$ cat src/inc/lin_mode_cfg.svh
`ifndef LIN_MODE_CFG_SVH
`define LIN_MODE_CFG_SVH

// shared control word index per uart instance; byte address is four times the index
`define LM_IDX_CTL_UART0  12'hF43
`define LM_IDX_CTL_UART1  12'hF4B
`define LM_WORD_LSB       2

// byte addresses of the block's own registers
`define LM_ADDR_CFG       16'h0000
`define LM_ADDR_STATUS    16'h0004
`define LM_ADDR_MASK      16'h0008
`define LM_ADDR_BAUD      16'h000C
`define LM_ADDR_MODE      16'h0010

// bank-select encoding that exposes the lin control word
`define LM_BANK_LIN       3'h2

// lin control word fields
`define LM_BIT_MASTER     7
`define LM_BIT_SLAVE      6
`define LM_BIT_AB_EN      5
`define LM_BIT_AB_IEN     4
`define LM_STATE_HI       3
`define LM_STATE_LO       2
`define LM_BRK_HI         1
`define LM_BRK_LO         0

// configuration word fields
`define LM_CFG_BANK_HI    2
`define LM_CFG_BANK_LO    0
`define LM_CFG_PARITY     3
`define LM_CFG_MULTIPROCESSOR_ENABLE       4

// status and mask bits
`define LM_ST_AB_DONE     0
`define LM_ST_BREAK       1
`define LM_ST_WIDTH       2

// mode readback bits
`define LM_MODE_MASTER    0
`define LM_MODE_SLAVE     1
`define LM_MODE_AB_RUN    2

// reset values
`define LM_RST_BYTE       8'h00
`define LM_RST_BANK       3'h0
`define LM_RST_ST         2'h0
`define LM_RST_BRK        2'h0

// sync character: falling edges after the first one, bits spanned as a power of two
`define LM_SYNC_FALLS     3'h4
`define LM_SYNC_SHIFT     3

// axi responses
`define LM_RESP_OKAY      2'h0
`define LM_RESP_SLVERR    2'h2

`endif

$ cat src/inc/lin_mode_pkg.sv
package lin_mode_pkg;

  // order gives 00 sleep, 01 wait for break, 10 autobaud, 11 active
  typedef enum logic [1:0]
  {
    lin_sleep,
    lin_wait_break,
    lin_autobaud,
    lin_active
  } lin_state_type;

endpackage : lin_mode_pkg

$ cat src/rtl/lin_autobaud_meter.sv
`timescale 1ns/1ps
`default_nettype none
`include "lin_mode_cfg.svh"

module lin_autobaud_meter
#(
  parameter int COUNT_WIDTH = 16
)
(
  // clock and reset
  input  wire logic                   aclk,
  input  wire logic                   aresetn,
  // control and synchronised line
  input  wire logic                   run,
  input  wire logic                   rx,
  // result
  output var  logic                   done,
  output var  logic [COUNT_WIDTH-1:0] bit_time
);

  logic                   rx_prev;
  logic [2:0]             falls;
  logic [COUNT_WIDTH-1:0] cycles;

  wire fall_edge = rx_prev & ~rx;
  wire last_fall = fall_edge && (falls == `LM_SYNC_FALLS);
  wire saturated = &cycles;

  generate
    if (COUNT_WIDTH <= `LM_SYNC_SHIFT)
    begin : bad_width
      $error("lin_autobaud_meter: COUNT_WIDTH too small for the sync span");
    end
  endgenerate

  // five falling edges of the sync character span eight bit times
  always_ff @(posedge aclk)
  begin
    if (!aresetn)
    begin
      rx_prev  <= 1'b1;
      falls    <= 3'h0;
      cycles   <= '0;
      done     <= 1'b0;
      bit_time <= '0;
    end
    else
    begin
      rx_prev <= rx;
      done    <= run & last_fall;
      if (!run || last_fall)
      begin
        falls  <= 3'h0;
        cycles <= '0;
      end
      else if (fall_edge)
      begin
        falls  <= falls + 3'h1;
        cycles <= (falls == 3'h0) ? '0 : cycles + 1'b1;
      end
      else if (falls != 3'h0 && !saturated)
      begin
        cycles <= cycles + 1'b1;
      end
      if (run && last_fall)
      begin
        bit_time <= (cycles + 1'b1) >> `LM_SYNC_SHIFT;
      end
    end
  end

endmodule : lin_autobaud_meter

`default_nettype wire

$ cat src/rtl/lin_mode_control.sv
// Added by the designer: the AXI4-Lite slave port.
`timescale 1ns/1ps
`default_nettype none
`include "lin_mode_cfg.svh"

// What this block does
// - LIN control word appears at the shared address only while bank select is LIN.
// - master bit gives master mode only with multiprocessor, parity, slave bit clear.
// - master bit clear means the uart never acts as LIN master.
// - slave bit gives slave mode only with multiprocessor, parity, master bit clear.
// - autobaud bit starts rate detection only in slave mode; clear keeps it off.
// - autobaud interrupt bit set in slave mode: autobaud character raises receive request.
// - autobaud character reception sets the autobaud-done flag in primary status.
// - autobaud interrupt bit clear: finishing autobaud raises no interrupt request.
// - state field: sleep, wait-break, autobaud, active; middle two need slave mode.

module lin_mode_control
#(
  parameter int ADDR_WIDTH  = 16,
  parameter int COUNT_WIDTH = 16
)
(
  // clock and reset
  input  wire logic                   aclk,
  input  wire logic                   aresetn,
  // axi4-lite write address
  input  wire logic [ADDR_WIDTH-1:0]  awaddr,
  input  wire logic                   awvalid,
  output var  logic                   awready,
  // axi4-lite write data
  input  wire logic [31:0]            wdata,
  input  wire logic [3:0]             wstrb,
  input  wire logic                   wvalid,
  output var  logic                   wready,
  // axi4-lite write response
  output var  logic [1:0]             bresp,
  output var  logic                   bvalid,
  input  wire logic                   bready,
  // axi4-lite read address
  input  wire logic [ADDR_WIDTH-1:0]  araddr,
  input  wire logic                   arvalid,
  output var  logic                   arready,
  // axi4-lite read data
  output var  logic [31:0]            rdata,
  output var  logic [1:0]             rresp,
  output var  logic                   rvalid,
  input  wire logic                   rready,
  // lin bus receive pin and receiver event
  input  wire logic                   lin_rx,
  input  wire logic                   break_seen,
  // mode and event outputs
  output var  logic                   lin_master_mode,
  output var  logic                   lin_slave_mode,
  output var  logic                   autobaud_active,
  output var  logic                   rx_irq_req,
  output var  logic                   irq,
  output var  logic [COUNT_WIDTH-1:0] autobaud_bit_time
);

  localparam logic [ADDR_WIDTH-1:0] addr_cfg    = ADDR_WIDTH'(`LM_ADDR_CFG);
  localparam logic [ADDR_WIDTH-1:0] addr_status = ADDR_WIDTH'(`LM_ADDR_STATUS);
  localparam logic [ADDR_WIDTH-1:0] addr_mask   = ADDR_WIDTH'(`LM_ADDR_MASK);
  localparam logic [ADDR_WIDTH-1:0] addr_baud   = ADDR_WIDTH'(`LM_ADDR_BAUD);
  localparam logic [ADDR_WIDTH-1:0] addr_mode   = ADDR_WIDTH'(`LM_ADDR_MODE);
  localparam logic [ADDR_WIDTH-1:0] addr_ctl    =
    ADDR_WIDTH'(`LM_IDX_CTL_UART0) << `LM_WORD_LSB;

  generate
    if (ADDR_WIDTH < 14 || ADDR_WIDTH > 32)
    begin : bad_addr
      $error("lin_mode_control: ADDR_WIDTH must lie in 14..32");
    end
    if (COUNT_WIDTH < 8 || COUNT_WIDTH > 32)
    begin : bad_count
      $error("lin_mode_control: COUNT_WIDTH must lie in 8..32");
    end
  endgenerate

  function automatic logic hits(input logic [ADDR_WIDTH-1:0] a,
                                input logic [ADDR_WIDTH-1:0] r);
    hits = (a[ADDR_WIDTH-1:`LM_WORD_LSB] == r[ADDR_WIDTH-1:`LM_WORD_LSB]);
  endfunction : hits

  function automatic logic is_mapped(input logic [ADDR_WIDTH-1:0] a);
    is_mapped = hits(a, addr_cfg) | hits(a, addr_status) | hits(a, addr_mask) |
                hits(a, addr_baud) | hits(a, addr_mode) | hits(a, addr_ctl);
  endfunction : is_mapped

  // bus holding registers
  logic                    aw_held;
  logic                    w_held;
  logic [ADDR_WIDTH-1:0]   aw_addr_q;
  logic [31:0]             w_data_q;
  logic [3:0]              w_strb_q;

  // configuration held for the rest of the uart
  logic [2:0]              bank_select_field;
  logic                    parity_enable;
  logic                    multiprocessor_enable;

  // lin control word
  logic                    lin_master_select;
  logic                    lin_slave_select;
  logic                    autobaud_enable_bit;
  logic                    autobaud_irq_enable;
  lin_mode_pkg::lin_state_type lin_state_field;
  logic [1:0]              break_length_field;

  // primary status and its mask
  logic [`LM_ST_WIDTH-1:0] primary_status_register;
  logic [`LM_ST_WIDTH-1:0] irq_mask;

  logic                    rx_sync;
  logic                    ab_done;
  logic [COUNT_WIDTH-1:0]  ab_count;

  wire aw_take   = awvalid & awready;
  wire w_take    = wvalid & wready;
  wire ar_take   = arvalid & arready;
  wire do_write  = aw_held & w_held & ~bvalid;
  wire wr_lane   = do_write & w_strb_q[0];

  // other banks own the shared address when bank select is not lin
  wire ctl_bank_lin = (bank_select_field == `LM_BANK_LIN);
  wire wr_cfg    = wr_lane & hits(aw_addr_q, addr_cfg);
  wire wr_ctl    = wr_lane & hits(aw_addr_q, addr_ctl) & ctl_bank_lin;
  wire wr_status = wr_lane & hits(aw_addr_q, addr_status);
  wire wr_mask   = wr_lane & hits(aw_addr_q, addr_mask);

  // mode qualification
  wire frame_plain = ~parity_enable & ~multiprocessor_enable;
  wire master_ok   = lin_master_select & ~lin_slave_select & frame_plain;
  wire slave_ok    = lin_slave_select & ~lin_master_select & frame_plain;
  wire in_wait     = slave_ok && (lin_state_field == lin_mode_pkg::lin_wait_break);
  wire ab_run      = slave_ok && autobaud_enable_bit &&
                     (lin_state_field == lin_mode_pkg::lin_autobaud);

  // hardware steps the slave through its states; a software write wins the cycle
  wire break_step  = in_wait & break_seen;
  lin_mode_pkg::lin_state_type hw_state;
  lin_mode_pkg::lin_state_type next_lin_state;
  assign hw_state = break_step ?
                      (autobaud_enable_bit ? lin_mode_pkg::lin_autobaud
                                           : lin_mode_pkg::lin_active) :
                    ab_done ? lin_mode_pkg::lin_active : lin_state_field;
  assign next_lin_state = wr_ctl ?
    lin_mode_pkg::lin_state_type'(w_data_q[`LM_STATE_HI:`LM_STATE_LO]) : hw_state;

  // sticky flags: a set in the clearing cycle survives
  wire [`LM_ST_WIDTH-1:0] status_set = {break_step, ab_done};
  wire [`LM_ST_WIDTH-1:0] status_clr =
    wr_status ? w_data_q[`LM_ST_WIDTH-1:0] : `LM_RST_ST;
  wire [`LM_ST_WIDTH-1:0] next_status =
    (primary_status_register & ~status_clr) | status_set;

  // the autobaud flag interrupts only while its enable stands
  wire [`LM_ST_WIDTH-1:0] irq_src = {primary_status_register[`LM_ST_BREAK],
                                     primary_status_register[`LM_ST_AB_DONE] &
                                     autobaud_irq_enable};

  // read decode
  wire [7:0] cfg_byte  = {3'h0, multiprocessor_enable, parity_enable, bank_select_field};
  wire [7:0] ctl_byte  = {lin_master_select, lin_slave_select, autobaud_enable_bit,
                          autobaud_irq_enable, lin_state_field, break_length_field};
  wire [2:0] mode_bits = {ab_run, slave_ok, master_ok};
  wire [31:0] rd_word  =
    hits(araddr, addr_cfg)    ? {24'h00_0000, cfg_byte} :
    hits(araddr, addr_ctl)    ? (ctl_bank_lin ? {24'h00_0000, ctl_byte} : 32'h0000_0000) :
    hits(araddr, addr_status) ? 32'(primary_status_register) :
    hits(araddr, addr_mask)   ? 32'(irq_mask) :
    hits(araddr, addr_baud)   ? 32'(ab_count) :
    hits(araddr, addr_mode)   ? 32'(mode_bits) : 32'h0000_0000;

  lin_pin_sync
  #(
    .WIDTH (1)
  )
  u_rx_sync
  (
    .aclk     (aclk),
    .aresetn  (aresetn),
    .async_in (lin_rx),
    .sync_out (rx_sync)
  );

  lin_autobaud_meter
  #(
    .COUNT_WIDTH (COUNT_WIDTH)
  )
  u_meter
  (
    .aclk     (aclk),
    .aresetn  (aresetn),
    .run      (ab_run),
    .rx       (rx_sync),
    .done     (ab_done),
    .bit_time (ab_count)
  );

  // write channels: address and data taken in either order
  always_ff @(posedge aclk)
  begin
    if (!aresetn)
    begin
      awready  <= 1'b0;
      wready   <= 1'b0;
      aw_held  <= 1'b0;
      w_held   <= 1'b0;
      aw_addr_q <= '0;
      w_data_q <= 32'h0000_0000;
      w_strb_q <= 4'h0;
      bvalid   <= 1'b0;
      bresp    <= `LM_RESP_OKAY;
    end
    else
    begin
      if (aw_take)
      begin
        aw_held   <= 1'b1;
        aw_addr_q <= awaddr;
        awready   <= 1'b0;
      end
      else if (!aw_held && !bvalid)
      begin
        awready <= 1'b1;
      end
      if (w_take)
      begin
        w_held   <= 1'b1;
        w_data_q <= wdata;
        w_strb_q <= wstrb;
        wready   <= 1'b0;
      end
      else if (!w_held && !bvalid)
      begin
        wready <= 1'b1;
      end
      if (do_write)
      begin
        aw_held <= 1'b0;
        w_held  <= 1'b0;
        bvalid  <= 1'b1;
        bresp   <= is_mapped(aw_addr_q) ? `LM_RESP_OKAY : `LM_RESP_SLVERR;
      end
      else if (bvalid && bready)
      begin
        bvalid <= 1'b0;
      end
    end
  end

  // read channel answers the cycle after the address is taken
  always_ff @(posedge aclk)
  begin
    if (!aresetn)
    begin
      arready <= 1'b0;
      rvalid  <= 1'b0;
      rdata   <= 32'h0000_0000;
      rresp   <= `LM_RESP_OKAY;
    end
    else
    begin
      if (ar_take)
      begin
        arready <= 1'b0;
        rvalid  <= 1'b1;
        rdata   <= rd_word;
        rresp   <= is_mapped(araddr) ? `LM_RESP_OKAY : `LM_RESP_SLVERR;
      end
      else if (rvalid && rready)
      begin
        rvalid <= 1'b0;
      end
      else if (!rvalid)
      begin
        arready <= 1'b1;
      end
    end
  end

  // configuration and lin control word
  always_ff @(posedge aclk)
  begin
    if (!aresetn)
    begin
      bank_select_field     <= `LM_RST_BANK;
      parity_enable         <= 1'b0;
      multiprocessor_enable <= 1'b0;
      lin_master_select     <= 1'b0;
      lin_slave_select      <= 1'b0;
      autobaud_enable_bit   <= 1'b0;
      autobaud_irq_enable   <= 1'b0;
      lin_state_field       <= lin_mode_pkg::lin_sleep;
      break_length_field    <= `LM_RST_BRK;
    end
    else
    begin
      if (wr_cfg)
      begin
        bank_select_field     <= w_data_q[`LM_CFG_BANK_HI:`LM_CFG_BANK_LO];
        parity_enable         <= w_data_q[`LM_CFG_PARITY];
        multiprocessor_enable <= w_data_q[`LM_CFG_MULTIPROCESSOR_ENABLE];
      end
      if (wr_ctl)
      begin
        lin_master_select   <= w_data_q[`LM_BIT_MASTER];
        lin_slave_select    <= w_data_q[`LM_BIT_SLAVE];
        autobaud_enable_bit <= w_data_q[`LM_BIT_AB_EN];
        autobaud_irq_enable <= w_data_q[`LM_BIT_AB_IEN];
        break_length_field  <= w_data_q[`LM_BRK_HI:`LM_BRK_LO];
      end
      lin_state_field <= next_lin_state;
    end
  end

  // status, mask and registered outputs
  always_ff @(posedge aclk)
  begin
    if (!aresetn)
    begin
      primary_status_register <= `LM_RST_ST;
      irq_mask                <= `LM_RST_ST;
      lin_master_mode         <= 1'b0;
      lin_slave_mode          <= 1'b0;
      autobaud_active         <= 1'b0;
      rx_irq_req              <= 1'b0;
      irq                     <= 1'b0;
      autobaud_bit_time       <= '0;
    end
    else
    begin
      primary_status_register <= next_status;
      if (wr_mask)
      begin
        irq_mask <= w_data_q[`LM_ST_WIDTH-1:0];
      end
      lin_master_mode <= master_ok;
      lin_slave_mode  <= slave_ok;
      autobaud_active <= ab_run;
      rx_irq_req      <= ab_done & autobaud_irq_enable;
      irq             <= |(irq_src & irq_mask);
      if (ab_done)
      begin
        autobaud_bit_time <= ab_count;
      end
    end
  end

endmodule : lin_mode_control

`default_nettype wire

$ cat src/rtl/lin_pin_sync.sv
`timescale 1ns/1ps
`default_nettype none

module lin_pin_sync
#(
  parameter int WIDTH = 1
)
(
  // clock and reset
  input  wire logic             aclk,
  input  wire logic             aresetn,
  // pin side and clocked side
  input  wire logic [WIDTH-1:0] async_in,
  output var  logic [WIDTH-1:0] sync_out
);

  logic [WIDTH-1:0] stage_one;

  generate
    if (WIDTH < 1)
    begin : bad_width
      $error("lin_pin_sync: WIDTH must be at least 1");
    end
  endgenerate

  // stage_one feeds only the second flop
  always_ff @(posedge aclk)
  begin
    if (!aresetn)
    begin
      stage_one <= '1;
      sync_out  <= '1;
    end
    else
    begin
      stage_one <= async_in;
      sync_out  <= stage_one;
    end
  end

endmodule : lin_pin_sync

`default_nettype wire

$ cat config.mk
export PLATFORM = sky130hd
export DESIGN_NAME = lin_mode_control
export DESIGN_NICKNAME = d
export VERILOG_FILES = /design/src/inc/lin_mode_pkg.sv /design/src/rtl/lin_autobaud_meter.sv /design/src/rtl/lin_mode_control.sv /design/src/rtl/lin_pin_sync.sv
export VERILOG_INCLUDE_DIRS = /design/src /design/src/inc
export SDC_FILE = /design/constraint.sdc
export NUM_CORES = 1
export LEC_CHECK = 0
export ABC_CLOCK_PERIOD_IN_PS = 5000
export BUFFER_PORTS_ARGS = -buffer_cell sky130_fd_sc_hd__buf_4
export CAP_MARGIN = 10
export CORE_MARGIN = 4
export CORE_UTILIZATION = 42
export CTS_BUF_LIST = sky130_fd_sc_hd__clkbuf_2 sky130_fd_sc_hd__clkbuf_4 sky130_fd_sc_hd__clkbuf_8
export CTS_CLUSTER_DIAMETER = 150
export CTS_CLUSTER_SIZE = 28
export DETAILED_ROUTE_END_ITERATION = 8
export HOLD_SLACK_MARGIN = 0.08
export PLACE_DENSITY = 0.66
export RECOVER_POWER = 100
export REMOVE_ABC_BUFFERS = 1
export SYNTH_ARGS = -nofsm -noshare
export SYNTH_HDL_FRONTEND = slang
export SYNTH_SLANG_ARGS = --single-unit
$ cat constraint.sdc
create_clock -name aclk -period 5 [get_ports aclk]
set_input_delay 1 -clock aclk [delete_from_list [all_inputs] [get_ports aclk]]
set_output_delay 1 -clock aclk [all_outputs]
set_load 0.05 [all_outputs]
Word level (Yosys, flattened, before mapping)
Cells that the tools add are included.
Storage, ports and cells
  flip-flop bits (word level): 139
  input port bits: 77
  output and inout port bits: 62
  word-level logic and storage cells: 150
Cells by class
  add/subtract/negate cells: 2
  equality and inequality tests: 14
  mux-type cells: 21
  bitwise logic cells: 44
  reduce and logical (&&, ||, !) cells: 32
Operators by type and width (count)
  2-to-1 mux 13 bit: 5
  equality test 14 x 2 -> 1 bit (second input constant): 4
  2-to-1 mux 16 bit: 3
  equality test 14 x 1 -> 1 bit (second input constant): 2
  equality test 14 x 12 -> 1 bit (second input constant): 2
  equality test 14 x 3 -> 1 bit (second input constant): 2
  zero test 14 bit: 2
  AND 1 bit: 21
  adder 16 x 1 -> 16 bit (second input constant): 1
  AND reduction 16 bit: 1
  2-to-1 mux 2 bit: 6
  OR reduction 2 bit: 6
  logical AND 1 bit: 10
  bitwise OR 1 bit: 10
  NOT 1 bit: 9
  2-to-1 mux 8 bit: 1
  nonzero test 2 bit: 3
  nonzero test 3 bit: 2
  zero test 1 bit: 5
  2-to-1 mux 1 bit: 5
  AND 2 bit: 2
  adder 3 x 1 -> 3 bit (second input constant): 1
  equality test 3 x 2 -> 1 bit (second input constant): 1
  equality test 3 bit (second input constant): 1
  8 further kinds: 8

Depth between registers and ports, before layout
Gate-level depths: netlist (run 1).
  word-level depth: 11
  mapped depth: 8
  gate-level depth less buffers: 7

Modules after synthesis
Synthesis (run 1) repeated with hierarchy kept, for this count alone.
Second synthesis, totals
  cells, all modules: 621
  area total of the unflattened synthesis: 5322.6 µm²
Modules (own cells, without submodules)
  lin_mode_control: times used 1, cells an instance 419, area each 3568.4 µm², seq. area each 1721.7 µm²
  lin_autobaud_meter: times used 1, cells an instance 198, area each 1701.6 µm², seq. area each 680.7 µm²
  lin_pin_sync: times used 1, cells an instance 4, area each 52.6 µm², seq. area each 40.0 µm²

Worst setup path before layout (run 1)
No wires, ideal clock.
  path type: input to register
  start point: input port araddr[6]
  end point: register rdata[10]
  setup time: 0.060 ns
  arrival time: 2.509 ns
  data required time: 4.940 ns
  path slack: 2.430 ns
  cell stages on the path: 6
  path buffers: 1
  cells stage by stage: or4_4 > nor4_4 > and3_1 > buf_4 > and2b_2 > a22o_1
On the way
  word-level cells in the longest chain between the ends: 6
  elaborated cells on any way between the ends: 10
  those cells by class: eq/ne (4); mux (5); reduce/logical (1)
RTL lines
  start, declared: line lin_mode_control.sv:40  | input wire logic [ADDR_WIDTH-1:0] araddr,
  equality test 14 x 2 -> 1 bit: line lin_mode_control.sv:81  | hits = (a[ADDR_WIDTH-1:`LM_WORD_LSB] == r[ADDR_WIDTH-1:`LM_WORD_LSB]);
  2-to-1 mux 13 bit: line lin_mode_control.sv:171  | hits(araddr, addr_baud) ? 32'(ab_count) :
  2-to-1 mux 13 bit: line lin_mode_control.sv:170  | hits(araddr, addr_mask) ? 32'(irq_mask) :
  2-to-1 mux 13 bit: line lin_mode_control.sv:169  | hits(araddr, addr_status) ? 32'(primary_status_register) :
  2-to-1 mux 13 bit: line lin_mode_control.sv:168  | hits(araddr, addr_ctl) ? (ctl_bank_lin ? {24'h00_0000, ctl_byte} : 32'h0000_0000) :
  2-to-1 mux 13 bit *: line lin_mode_control.sv:167  | hits(araddr, addr_cfg) ? {24'h00_0000, cfg_byte} :
  end signal, assigned: line lin_mode_control.sv:268  | rdata <= rd_word;
  end, declared: line lin_mode_control.sv:44  | output var logic [31:0] rdata,
Every way passes the cells marked *; elsewhere a longest branch is shown, timed or not.
A chain may end at the register's enable or synchronous reset.

Final worst setup path (run 1)
  start point: input port aresetn
  end point: register u_meter.cycles[2]
On the way
  word-level cells in the longest chain between the ends: 2
RTL lines
  start, declared: line lin_mode_control.sv:25  | input wire logic aresetn,
  NOT 1 bit (no line)
  OR reduction 2 bit (no line)
  end signal, assigned: line lin_autobaud_meter.sv:59  | cycles <= (falls == 3'h0) ? '0 : cycles + 1'b1;
  end signal, assigned: line lin_autobaud_meter.sv:63  | cycles <= cycles + 1'b1;
  end, declared: line lin_autobaud_meter.sv:23  | logic [COUNT_WIDTH-1:0] cycles;
Every way passes these cells.

==> metrics.log, run 1 <==
[metrics] run status: complete, no violations
[metrics] mapped cell area: between 5000 and 6000 µm²
[metrics] Yosys warning count: 0
[metrics] Placed Area: around 5700 µm²
[metrics] reg2reg start: lin_master_select$_SDFFE_PN0P_
[metrics] Post-synth ARST share: 0
[metrics] diodes inserted: 0
[metrics] Max Clk Rate: between 0.3 and 0.4 GHz
[metrics] gpl congestion: 0.877
[metrics] buffers from clock root to sink, at most: 2
[metrics] violation count after the first detailed-routing iteration: 220
[metrics] HP Class: register to register
[metrics] critical path class: primary input to register
[metrics] PortBufs: slightly above 80
[metrics] Area Growth Syn to Fin: 16.2%
[metrics] power per unit of standard cell area: around 330 nW/µm²
[metrics] number of buffers added by the clock tree synthesis step: 17
[metrics] total number of clock tree sinks: roughly 120
[metrics] CP Launch Type: primary input
[metrics] # IOs: 139
[metrics] initial cell density of the core: 0.436
[metrics] cells traversed along the worst timing path: clkbuf_1 -> inv_1 -> nor4_1 -> nand2_1 -> a2111oi_0
[metrics] post-detailed-route via-to-cell ratio: between 5 and 6
[metrics] half-perimeter wire length after detailed placement: 8.82 mm
[metrics] largest net degree at the start of global routing: 64
[metrics] Placement Rows: 39
[metrics] number of detailed-routing iterations run before antenna repair: 5
[metrics] vias: 4366
[metrics] DRC violations left: 0
[metrics] final critical-path share of the clock period: 0.649
[metrics] Cells after Synth: about 590
[metrics] filler cell count in the final layout: ~1100
[metrics] Final Critical Period: 3.24 ns
[metrics] library cell used as clock root buffer: clkbuf_8
[metrics] worst clock skew: 0.0110 ns
[metrics] CTS tree: built
[metrics] Critical path buffers and inverters: 2
[metrics] total global routing track utilization: 0.178
[metrics] count of endpoints failing setup in the final report: 0
[metrics] total count of hold-check failures in the final report: 0
[metrics] Max Fanout on Critical Path: 19
[metrics] Sum Neg Setup Slack: 0 ns
[metrics] clock insertion delay at the later pin of the skew report: about 0.42 ns
[metrics] critical path launch point: aresetn
[metrics] worst hold path startpoint: u_rx_sync.stage_one$_SDFF_PN1_
[metrics] mean instance size in the synthesized netlist: approximately 8.6 µm²
[metrics] worst voltage drop across the vdd grid: roughly 0.15 mV
[metrics] max-cap viol count: 0
[metrics] count of flip-flops with a built-in enable after synthesis: 0
[metrics] RSZ-0062 raised after global routing: false
[metrics] routed wire length per instance: approximately 15 µm
[metrics] delay of the slowest critical-path stage: between 0.6 and 0.7 ns
[metrics] measured slew at the worst slew-check pin: 1.14 ns
[metrics] core area: approximately 12000 µm²
[metrics] quantity of gates resized following cts: 0
[metrics] remaining antenna violation count: 0
[metrics] CTS clock-pin slew for the worst setup and hold paths: ~0.070 ns
[metrics] total of flip-flops plus latches after synthesis: 116
[metrics] wire length of the first global-routing pass: roughly 20 mm
[metrics] worst slew margin relative to its limit: 0.239
[metrics] most instantiated flip-flop cell in the synthesis netlist: dfxtp_1
[metrics] data arrival time of the critical path: between 3 and 4 ns
[metrics] Die ar.: 13900 µm²
[metrics] Setup crit end kind: register
[metrics] post-synth cell types: between 50 and 60
[metrics] Required @ worst endpoint: approximately 5.3 ns
[metrics] CP delay by family, top: simple AND/OR/NAND/NOR gates
[metrics] number of levels in the clock H-tree: 4
[metrics] fraction of layout instances using a drive strength above 1: 0.119
[metrics] cell area after layout: ~6000 µm²
[metrics] post-detailed-routing wire length: 12.1 mm
[metrics] width of the die: between 100 and 150 µm
[metrics] number of buffers inserted by hold repair at cts: 0
[metrics] Post-CTS Setup Bufs: 0
[metrics] die height: around 120 µm
[metrics] Remaining Overflow, GRT: 0
[metrics] number of pins with negative max-slew slack in the final report: 0
[metrics] Slowest cell on crit path: clkbuf_1
[metrics] number of global-route vias before repair: about 4200
[metrics] NumNets Final: between 700 and 800
[metrics] proportion of synthesized chip area in sequential cells: 0.459
[metrics] leak pwr: between 0.002 and 0.0025 µW
[metrics] antenna violations before repair: 0
[flip-flops by register name (all words and copies together), names as in the netlist, 2 cells and up]
signal	cells
break_length_field	2
u_meter.falls	3
primary_status_register	2
lin_state_field	2
u_meter.cycles	16
autobaud_bit_time	13
w_data_q	8
bank_select_field	3
u_meter.bit_time	13
rdata	13
aw_addr_q	14
irq_mask	2
[per-stage QoR]
stage	hold slack, ns	utilization	setup slack [ns]	total power [µW]	std cells
3_3_place_gp	0.391	0.488	2.10	1130	789
4_1_cts	0.416	0.521	2.51	1980	818
2_1_floorplan	0.386	-	2.10	1070	560
3_5_place_dp	0.399	0.488	2.06	1130	789
5_1_grt	0.463	0.506	1.48	2030	818
6_report	0.410	0.506	1.76	1950	818
[metal layers]
layer	global-route usage	part of all wire
met1	0.221	0.44
met4	0.0579	0.0096
met3	0.0630	0.069
met5	0	0
met2	0.290	0.48
[layout by cell type (no fill, tap or decap), types with 5 or more instances in the layout]
master	count
nor2_1	75
a22oi_1	8
nand2b_1	7
dfxtp_1	116
nor4_1	5
xor2_1	8
clkbuf_8	21
and3_1	5
xnor2_1	7
inv_1	11
a21oi_1	49
nand4_1	8
a22o_1	7
and2_1	5
o21ai_0	27
a211oi_1	8
nand3_1	16
mux2i_1	28
nor2b_1	5
conb_1	24
and4_1	5
nand2_1	74
a31oi_1	8
clkbuf_1	40
buf_4	46
nor3_1	9
a32oi_1	6
[worst register-to-register path, stage by stage, from the launching register on]
cell      delay, ns
dfxtp_1        0.35
or4b_1         0.65
nor3_1         0.38
nor2b_1        0.18
clkbuf_1       0.71
o21ai_0        0.19
a21oi_1        0.16
[worst paths after layout]
| kind | end | slack [ns] | depth (start not counted) |
|---|---|---|---|
| setup / recovery | u_meter.cycles[2]$_SDFFE_PP0P_ | 1.76 | 5 |
| hold / removal | u_rx_sync.sync_out$_SDFF_PN1_ | 0.41 | 1 |
| setup reg to reg | u_meter.bit_time[6]$_SDFFE_PN0P_ | 2.31 | 6 |
| hold reg to reg | u_rx_sync.sync_out$_SDFF_PN1_ | 0.41 | 1 |
[cell usage after synthesis (all sizes together) (2+ instances only)]
cell,number,share of area
a211oi,8,0.012
a21oi,49,0.048
a22o,7,0.012
a22oi,8,0.012
a2bb2oi,3,0.0052
a31oi,8,0.0099
a32oi,6,0.010
and2,6,0.0074
and3,5,0.0062
and4,5,0.0087
buf,32,0.045
clkbuf,22,0.016
dfxtp,116,0.46
ha,3,0.0074
inv,11,0.0082
mux2i,28,0.055
nand2,74,0.055
nand2b,7,0.0087
nand3,16,0.016
nand3b,2,0.0030
nand4,8,0.0099
nor2,75,0.056
nor2b,5,0.0062
nor3,9,0.0089
nor3b,2,0.0030
nor4,6,0.013
nor4b,2,0.0035
o21ai,28,0.028
o31ai,3,0.0045
or3,3,0.0037
or4,4,0.0067
or4b,2,0.0047
xnor2,7,0.012
xor2,8,0.014
[logic make-up after synthesis]
kind of cell	synth area share
compound gates	0.153
other cells	0.000741
buf+inv	0.0690
mux	0.0576
fa+ha+maj	0.00742
flops	0.459
simple gates	0.227
xor+xnor	0.0260
[cell type report]
type / instances / area [µm²] / area share
Clock inverter: 5 / 75.1 / 0.0128
Sequential cell: 116 / 2320 / 0.395
Inverter: 11 / 41.3 / 0.00702
Clock buffer: 24 / 312 / 0.0530
Tap cell: 143 / 179 / 0.0304
Multi-Input combinational cell: 433 / 2460 / 0.418
Timing Repair Buffer: 86 / 495 / 0.0843
[power breakdown]
| part | switching [µW] | leakage [µW] | internal [µW] |
|---|---|---|---|
| Sequential | 12.4 | 0.000938 | 940 |
| Clock | 342 | 0.000205 | 502 |
| Combinational | 108 | 0.00108 | 43.0 |
| Total | 462 | 0.00223 | 1490 |
Note: power is estimated with default switching activity, not from simulation.
==> run 2, diff against run 1 <==
--- a/config.mk
+++ b/config.mk
@@ -6,7 +6,8 @@
 export SDC_FILE = /design/constraint.sdc
 export NUM_CORES = 1
 export LEC_CHECK = 0
-export ABC_CLOCK_PERIOD_IN_PS = 5000
+export ABC_AREA = 1
+export ABC_CLOCK_PERIOD_IN_PS = 2940
 export BUFFER_PORTS_ARGS = -buffer_cell sky130_fd_sc_hd__buf_4
 export CAP_MARGIN = 10
 export CORE_MARGIN = 4
@@ -16,7 +17,7 @@
 export CTS_CLUSTER_SIZE = 28
 export DETAILED_ROUTE_END_ITERATION = 8
 export HOLD_SLACK_MARGIN = 0.08
-export PLACE_DENSITY = 0.66
+export PLACE_DENSITY = 0.69
 export RECOVER_POWER = 100
 export REMOVE_ABC_BUFFERS = 1
 export SYNTH_ARGS = -nofsm -noshare
==> constraint.sdc (replaced) <==
create_clock -name aclk -period 2.94 [get_ports aclk]
set_input_delay 0.588 -clock aclk [delete_from_list [all_inputs] [get_ports aclk]]
set_output_delay 0.588 -clock aclk [all_outputs]
set_load 0.05 [all_outputs]
==> run 2 against run 1 <==
Against the previous run: total power up 78%; global-route usage down 0.84 points; die area up 2.5%; clock skew down 0.0025 ns; non-clock buffer count unchanged; sequential cell count unchanged; clock power up 85%; routed wire length up 1.9%.
==> metrics.log, run 2 <==
[metrics] ranking of synthesized cells by instance count: 116 x dfxtp_1, 107 x nand2_1, 92 x nor2_1
[metrics] cells traversed along the worst timing path: inv_1 -> nor3_1 -> nand2_1 -> nor2_1 -> clkbuf_1 -> inv_1 -> a21oi_1 -> o21ai_0 -> inv_1
[metrics] clock insertion delay at the later pin of the skew report: 0.42 ns (about the same)
[metrics] Required @ worst endpoint: 3.30 ns (-2.01 ns)
[metrics] flip-flop count of the largest register after layout: 16 (unchanged)
[metrics] fin cells: 979 (+20%)
[metrics] total count of hold-check failures in the final report: 0 (unchanged)
[metrics] commonest cells after routing, fill and taps aside: 116 x dfxtp_1, 109 x nand2_1, 92 x nor2_1
[metrics] core area: 12100 µm² (+3.9%)
[metrics] NumNets Final: 878 (+18%)
[metrics] utilization after layout: 0.508 (+0.00163)
[metrics] Flop pwr share: 0.469 (-0.020)
[metrics] count of endpoints failing setup in the final report: 0 (unchanged)
[metrics] Inst Count DP: 947 (+20%)
[metrics] Max Clk Rate: ~0.48 GHz
[metrics] number of detailed-routing iterations run before antenna repair: 6 (+1)
[metrics] max-cap viol count: 0 (unchanged)
[metrics] combinational cell fraction of total power: 0.081 (+0.004)
[metrics] total global routing track utilization: 0.170 (-0.00839)
[metrics] final critical-path share of the clock period: 0.706
[metrics] # IOs: 139 (unchanged)
[metrics] pre-CTS setup slack: 0.739 ns (-1.32 ns)
[metrics] most instantiated flip-flop cell in the synthesis netlist: dfxtp_1
[metrics] fraction of layout instances using a drive strength above 1: 0.116 (-0.00261)
[metrics] fraction of power consumed by the clock network: 0.450 (+0.017)
[metrics] CTS clock-pin slew for the worst setup and hold paths: 0.06 ns (about the same)
[metrics] post-detailed-route via-to-cell ratio: 4.81 (-9.9%)
[metrics] worst hold path startpoint: rready
[metrics] RSZ-0062 raised after global routing: false
[metrics] critical path class: register to register
[metrics] wire length of the first global-routing pass: 19.8 mm (-2.6%)
[metrics] remaining antenna violation count: 0 (unchanged)
[metrics] switching share of power: 0.242 (+0.00450)
[metrics] mapped cell area: 5200 µm² (+2.7%)
[metrics] Power Internal: 2630 µW (+77%)
[metrics] fraction of met1 tracks used by global routing: 0.227 (+0.00532)
[metrics] HP Class: primary input to register
[metrics] cell type contributing the most total cell area after synthesis: dfxtp_1
[metrics] global routing met2 resource utilization: 0.273 (-0.0166)
[metrics] PnR worst setup slack: 0.863 ns (-0.892 ns)
[metrics] critical path launch point: lin_state_field[1]$_SDFFE_PN0P_
[metrics] delay of the slowest critical-path stage: 0.36 ns (-0.30 ns)
[metrics] post-detailed-routing wire length: 12.3 mm (+1.9%)
[metrics] DRC violations left: 0 (unchanged)
[metrics] switching power: 837 µW (+81%)
[metrics] worst slew margin relative to its limit: 0.366 (+0.127)
[metrics] Max Fanout on Critical Path: 17 (-2)
[metrics] dominant cell by count in the synthesized netlist: dfxtp_1
[metrics] violation count after the first detailed-routing iteration: 303 (+38%)
[metrics] Slowest cell on crit path: dfxtp_1
[metrics] quantity of gates resized following cts: 0 (unchanged)
[metrics] gpl congestion: 0.894 (+1.9%)
[metrics] half-perimeter wire length after detailed placement: 9.14 mm (+3.7%)
[metrics] leak pwr: 0.00257 µW (+16%)
[metrics] Area Growth Syn to Fin: 17.9%
[metrics] Setup crit end kind: register
[metrics] number of global-route vias before repair: 4244 (+1.0%)
[metrics] total number of clock tree sinks: 116 (unchanged)
[metrics] antenna violations before repair: 0 (unchanged)
[metrics] mean instance size in the synthesized netlist: 7.27 µm² (-15%)
[metrics] number of levels in the clock H-tree: 4 (unchanged)
[metrics] worst clock skew: 0.00845 ns (-0.00253 ns)
[metrics] CP Launch Type: register
[metrics] largest cells by area after synthesis: dfxtp_1 45%, nand2_1 7.7%, o21ai_0 7.1%, nor2_1 6.6%, a21oi_1 6.4%
[metrics] routed wire length per instance: 12.6 µm (-15%)
[metrics] Post-synth ARST share: 0 (unchanged)
[metrics] Sum Neg Setup Slack: 0 ns (unchanged)
[metrics] CTS tree: built
[metrics] Cells after Synth: 715 (+21%)
[metrics] measured slew at the worst slew-check pin: 0.947 ns (-0.194 ns)
[metrics] run status: complete, no violations
[metrics] top cell type's share of synthesized area: 0.447 (-0.0120)
[metrics] total of flip-flops plus latches after synthesis: 116 (unchanged)
[metrics] initial cell density of the core: 0.431 (-0.00487)
[metrics] reg2reg start: lin_state_field[1]$_SDFFE_PN0P_
[metrics] Die ar.: 14200 µm² (+2.5%)
[metrics] power per unit of standard cell area: 565 nW/µm² (+71%)
[metrics] Remaining Overflow, GRT: 0 (unchanged)
[metrics] sum of internal, switching and leakage power: 3460 µW (+78%)
[metrics] met3 track demand over resource in global routing: 0.0418 (-0.0212)
[metrics] Largest Register: u_meter.cycles
[metrics] die height: 119 µm (+1.2%)
[metrics] most common cell after layout, fill and taps aside: dfxtp_1
[metrics] Final Critical Period: just over 2 ns
[metrics] proportion of synthesized chip area in sequential cells: 0.447 (-0.0120)
[metrics] largest registers in the final layout: u_meter.cycles x16, aw_addr_q x14
[metrics] Post-CTS Setup Bufs: 0 (unchanged)
[metrics] Yosys warning count: 0 (unchanged)
[metrics] vias: 4708 (+7.8%)
[metrics] library cell used as clock root buffer: clkbuf_8
[metrics] Placement Rows: 40 (+2.6%)
[metrics] number of buffers inserted by hold repair at cts: 0 (unchanged)
[metrics] buffers from clock root to sink, at most: 2 (unchanged)
[metrics] width of the die: 119 µm (+1.2%)
[metrics] PortBufs: 83 (unchanged)
[metrics] most used cell, CP: inv_1
[metrics] number of buffers added by the clock tree synthesis step: 17 (unchanged)
[metrics] post-synth cell types: 38 (-28%)
[metrics] diodes inserted: 0 (unchanged)
[metrics] most utilized layer in the global route result: met2
[metrics] worst voltage drop across the vdd grid: 0.238 mV (+62%)
[metrics] number of pins with negative max-slew slack in the final report: 0 (unchanged)
[metrics] count of flip-flops with a built-in enable after synthesis: 0 (unchanged)
[metrics] largest net degree at the start of global routing: 59 (-7.8%)
[metrics] data arrival time of the critical path: 2.43 ns (-1.12 ns)
## run 2: path summary, 6_finish.rpt
check | end | slack, ns | depth (start not counted)
worst max-delay path | u_meter.bit_time[8]$_SDFFE_PN0P_ | 0.86 | 9
worst min register to register | u_meter.rx_prev$_SDFF_PN1_ | 0.42 | 2
worst max register to register | u_meter.bit_time[8]$_SDFFE_PN0P_ | 0.86 | 9
worst min-delay path | rvalid$_SDFFE_PN0P_ | 0.36 | 2
## run 2: per-stage QoR
stage	area (µm²)	hold WS (ns)
floorplan	5010	0.392
global placement	5870	0.394
detailed placement	5870	0.408
CTS	6290	0.342
global route	6130	0.332
finish	6130	0.359
## run 2: cell families after synthesis
| logic type | synth area share |
|---|---|
| and+or+nand+nor | 0.247 |
| adders and majority gates | 0.00722 |
| other | 0.000722 |
| xor gates and xnor gates | 0.0169 |
| AOI/OAI and AO/OA | 0.165 |
| DFF | 0.447 |
| buffers and inverters | 0.116 |
## run 2: cell type report
class / count / area (µm²)
Tap cell: 168 / 210
Clock buffer: 23 / 304
Inverter: 88 / 330
Multi-Input combinational cell: 489 / 2340
Fill cell: 1249 / 5930
Clock inverter: 9 / 125
Sequential cell: 116 / 2320
Timing Repair Buffer: 86 / 499
## run 2: worst max-delay path, delay by kind of cell, from the launching register on
family          cells  cell delay, ns
buf+inv             4            0.78
simple gates        3            0.56
compound gates      2            0.32
flops               1            0.36
## run 2: power groups by stage
stage	combinational (µW)	sequential [µW]	clock (µW)
after floorplan	165	1680	0
after global placement	285	1660	0
after detailed placement	287	1660	0
after CTS	287	1630	1590
after global routing	310	1630	1660
final	280	1630	1560
## run 2: metal layers
metal  vias to the layer above  part of all wire
li1                       2469                 -
met1                      2102              0.47
met2                       127              0.46
met3                        10             0.056
met4                         0             0.011
met5                         -                 0
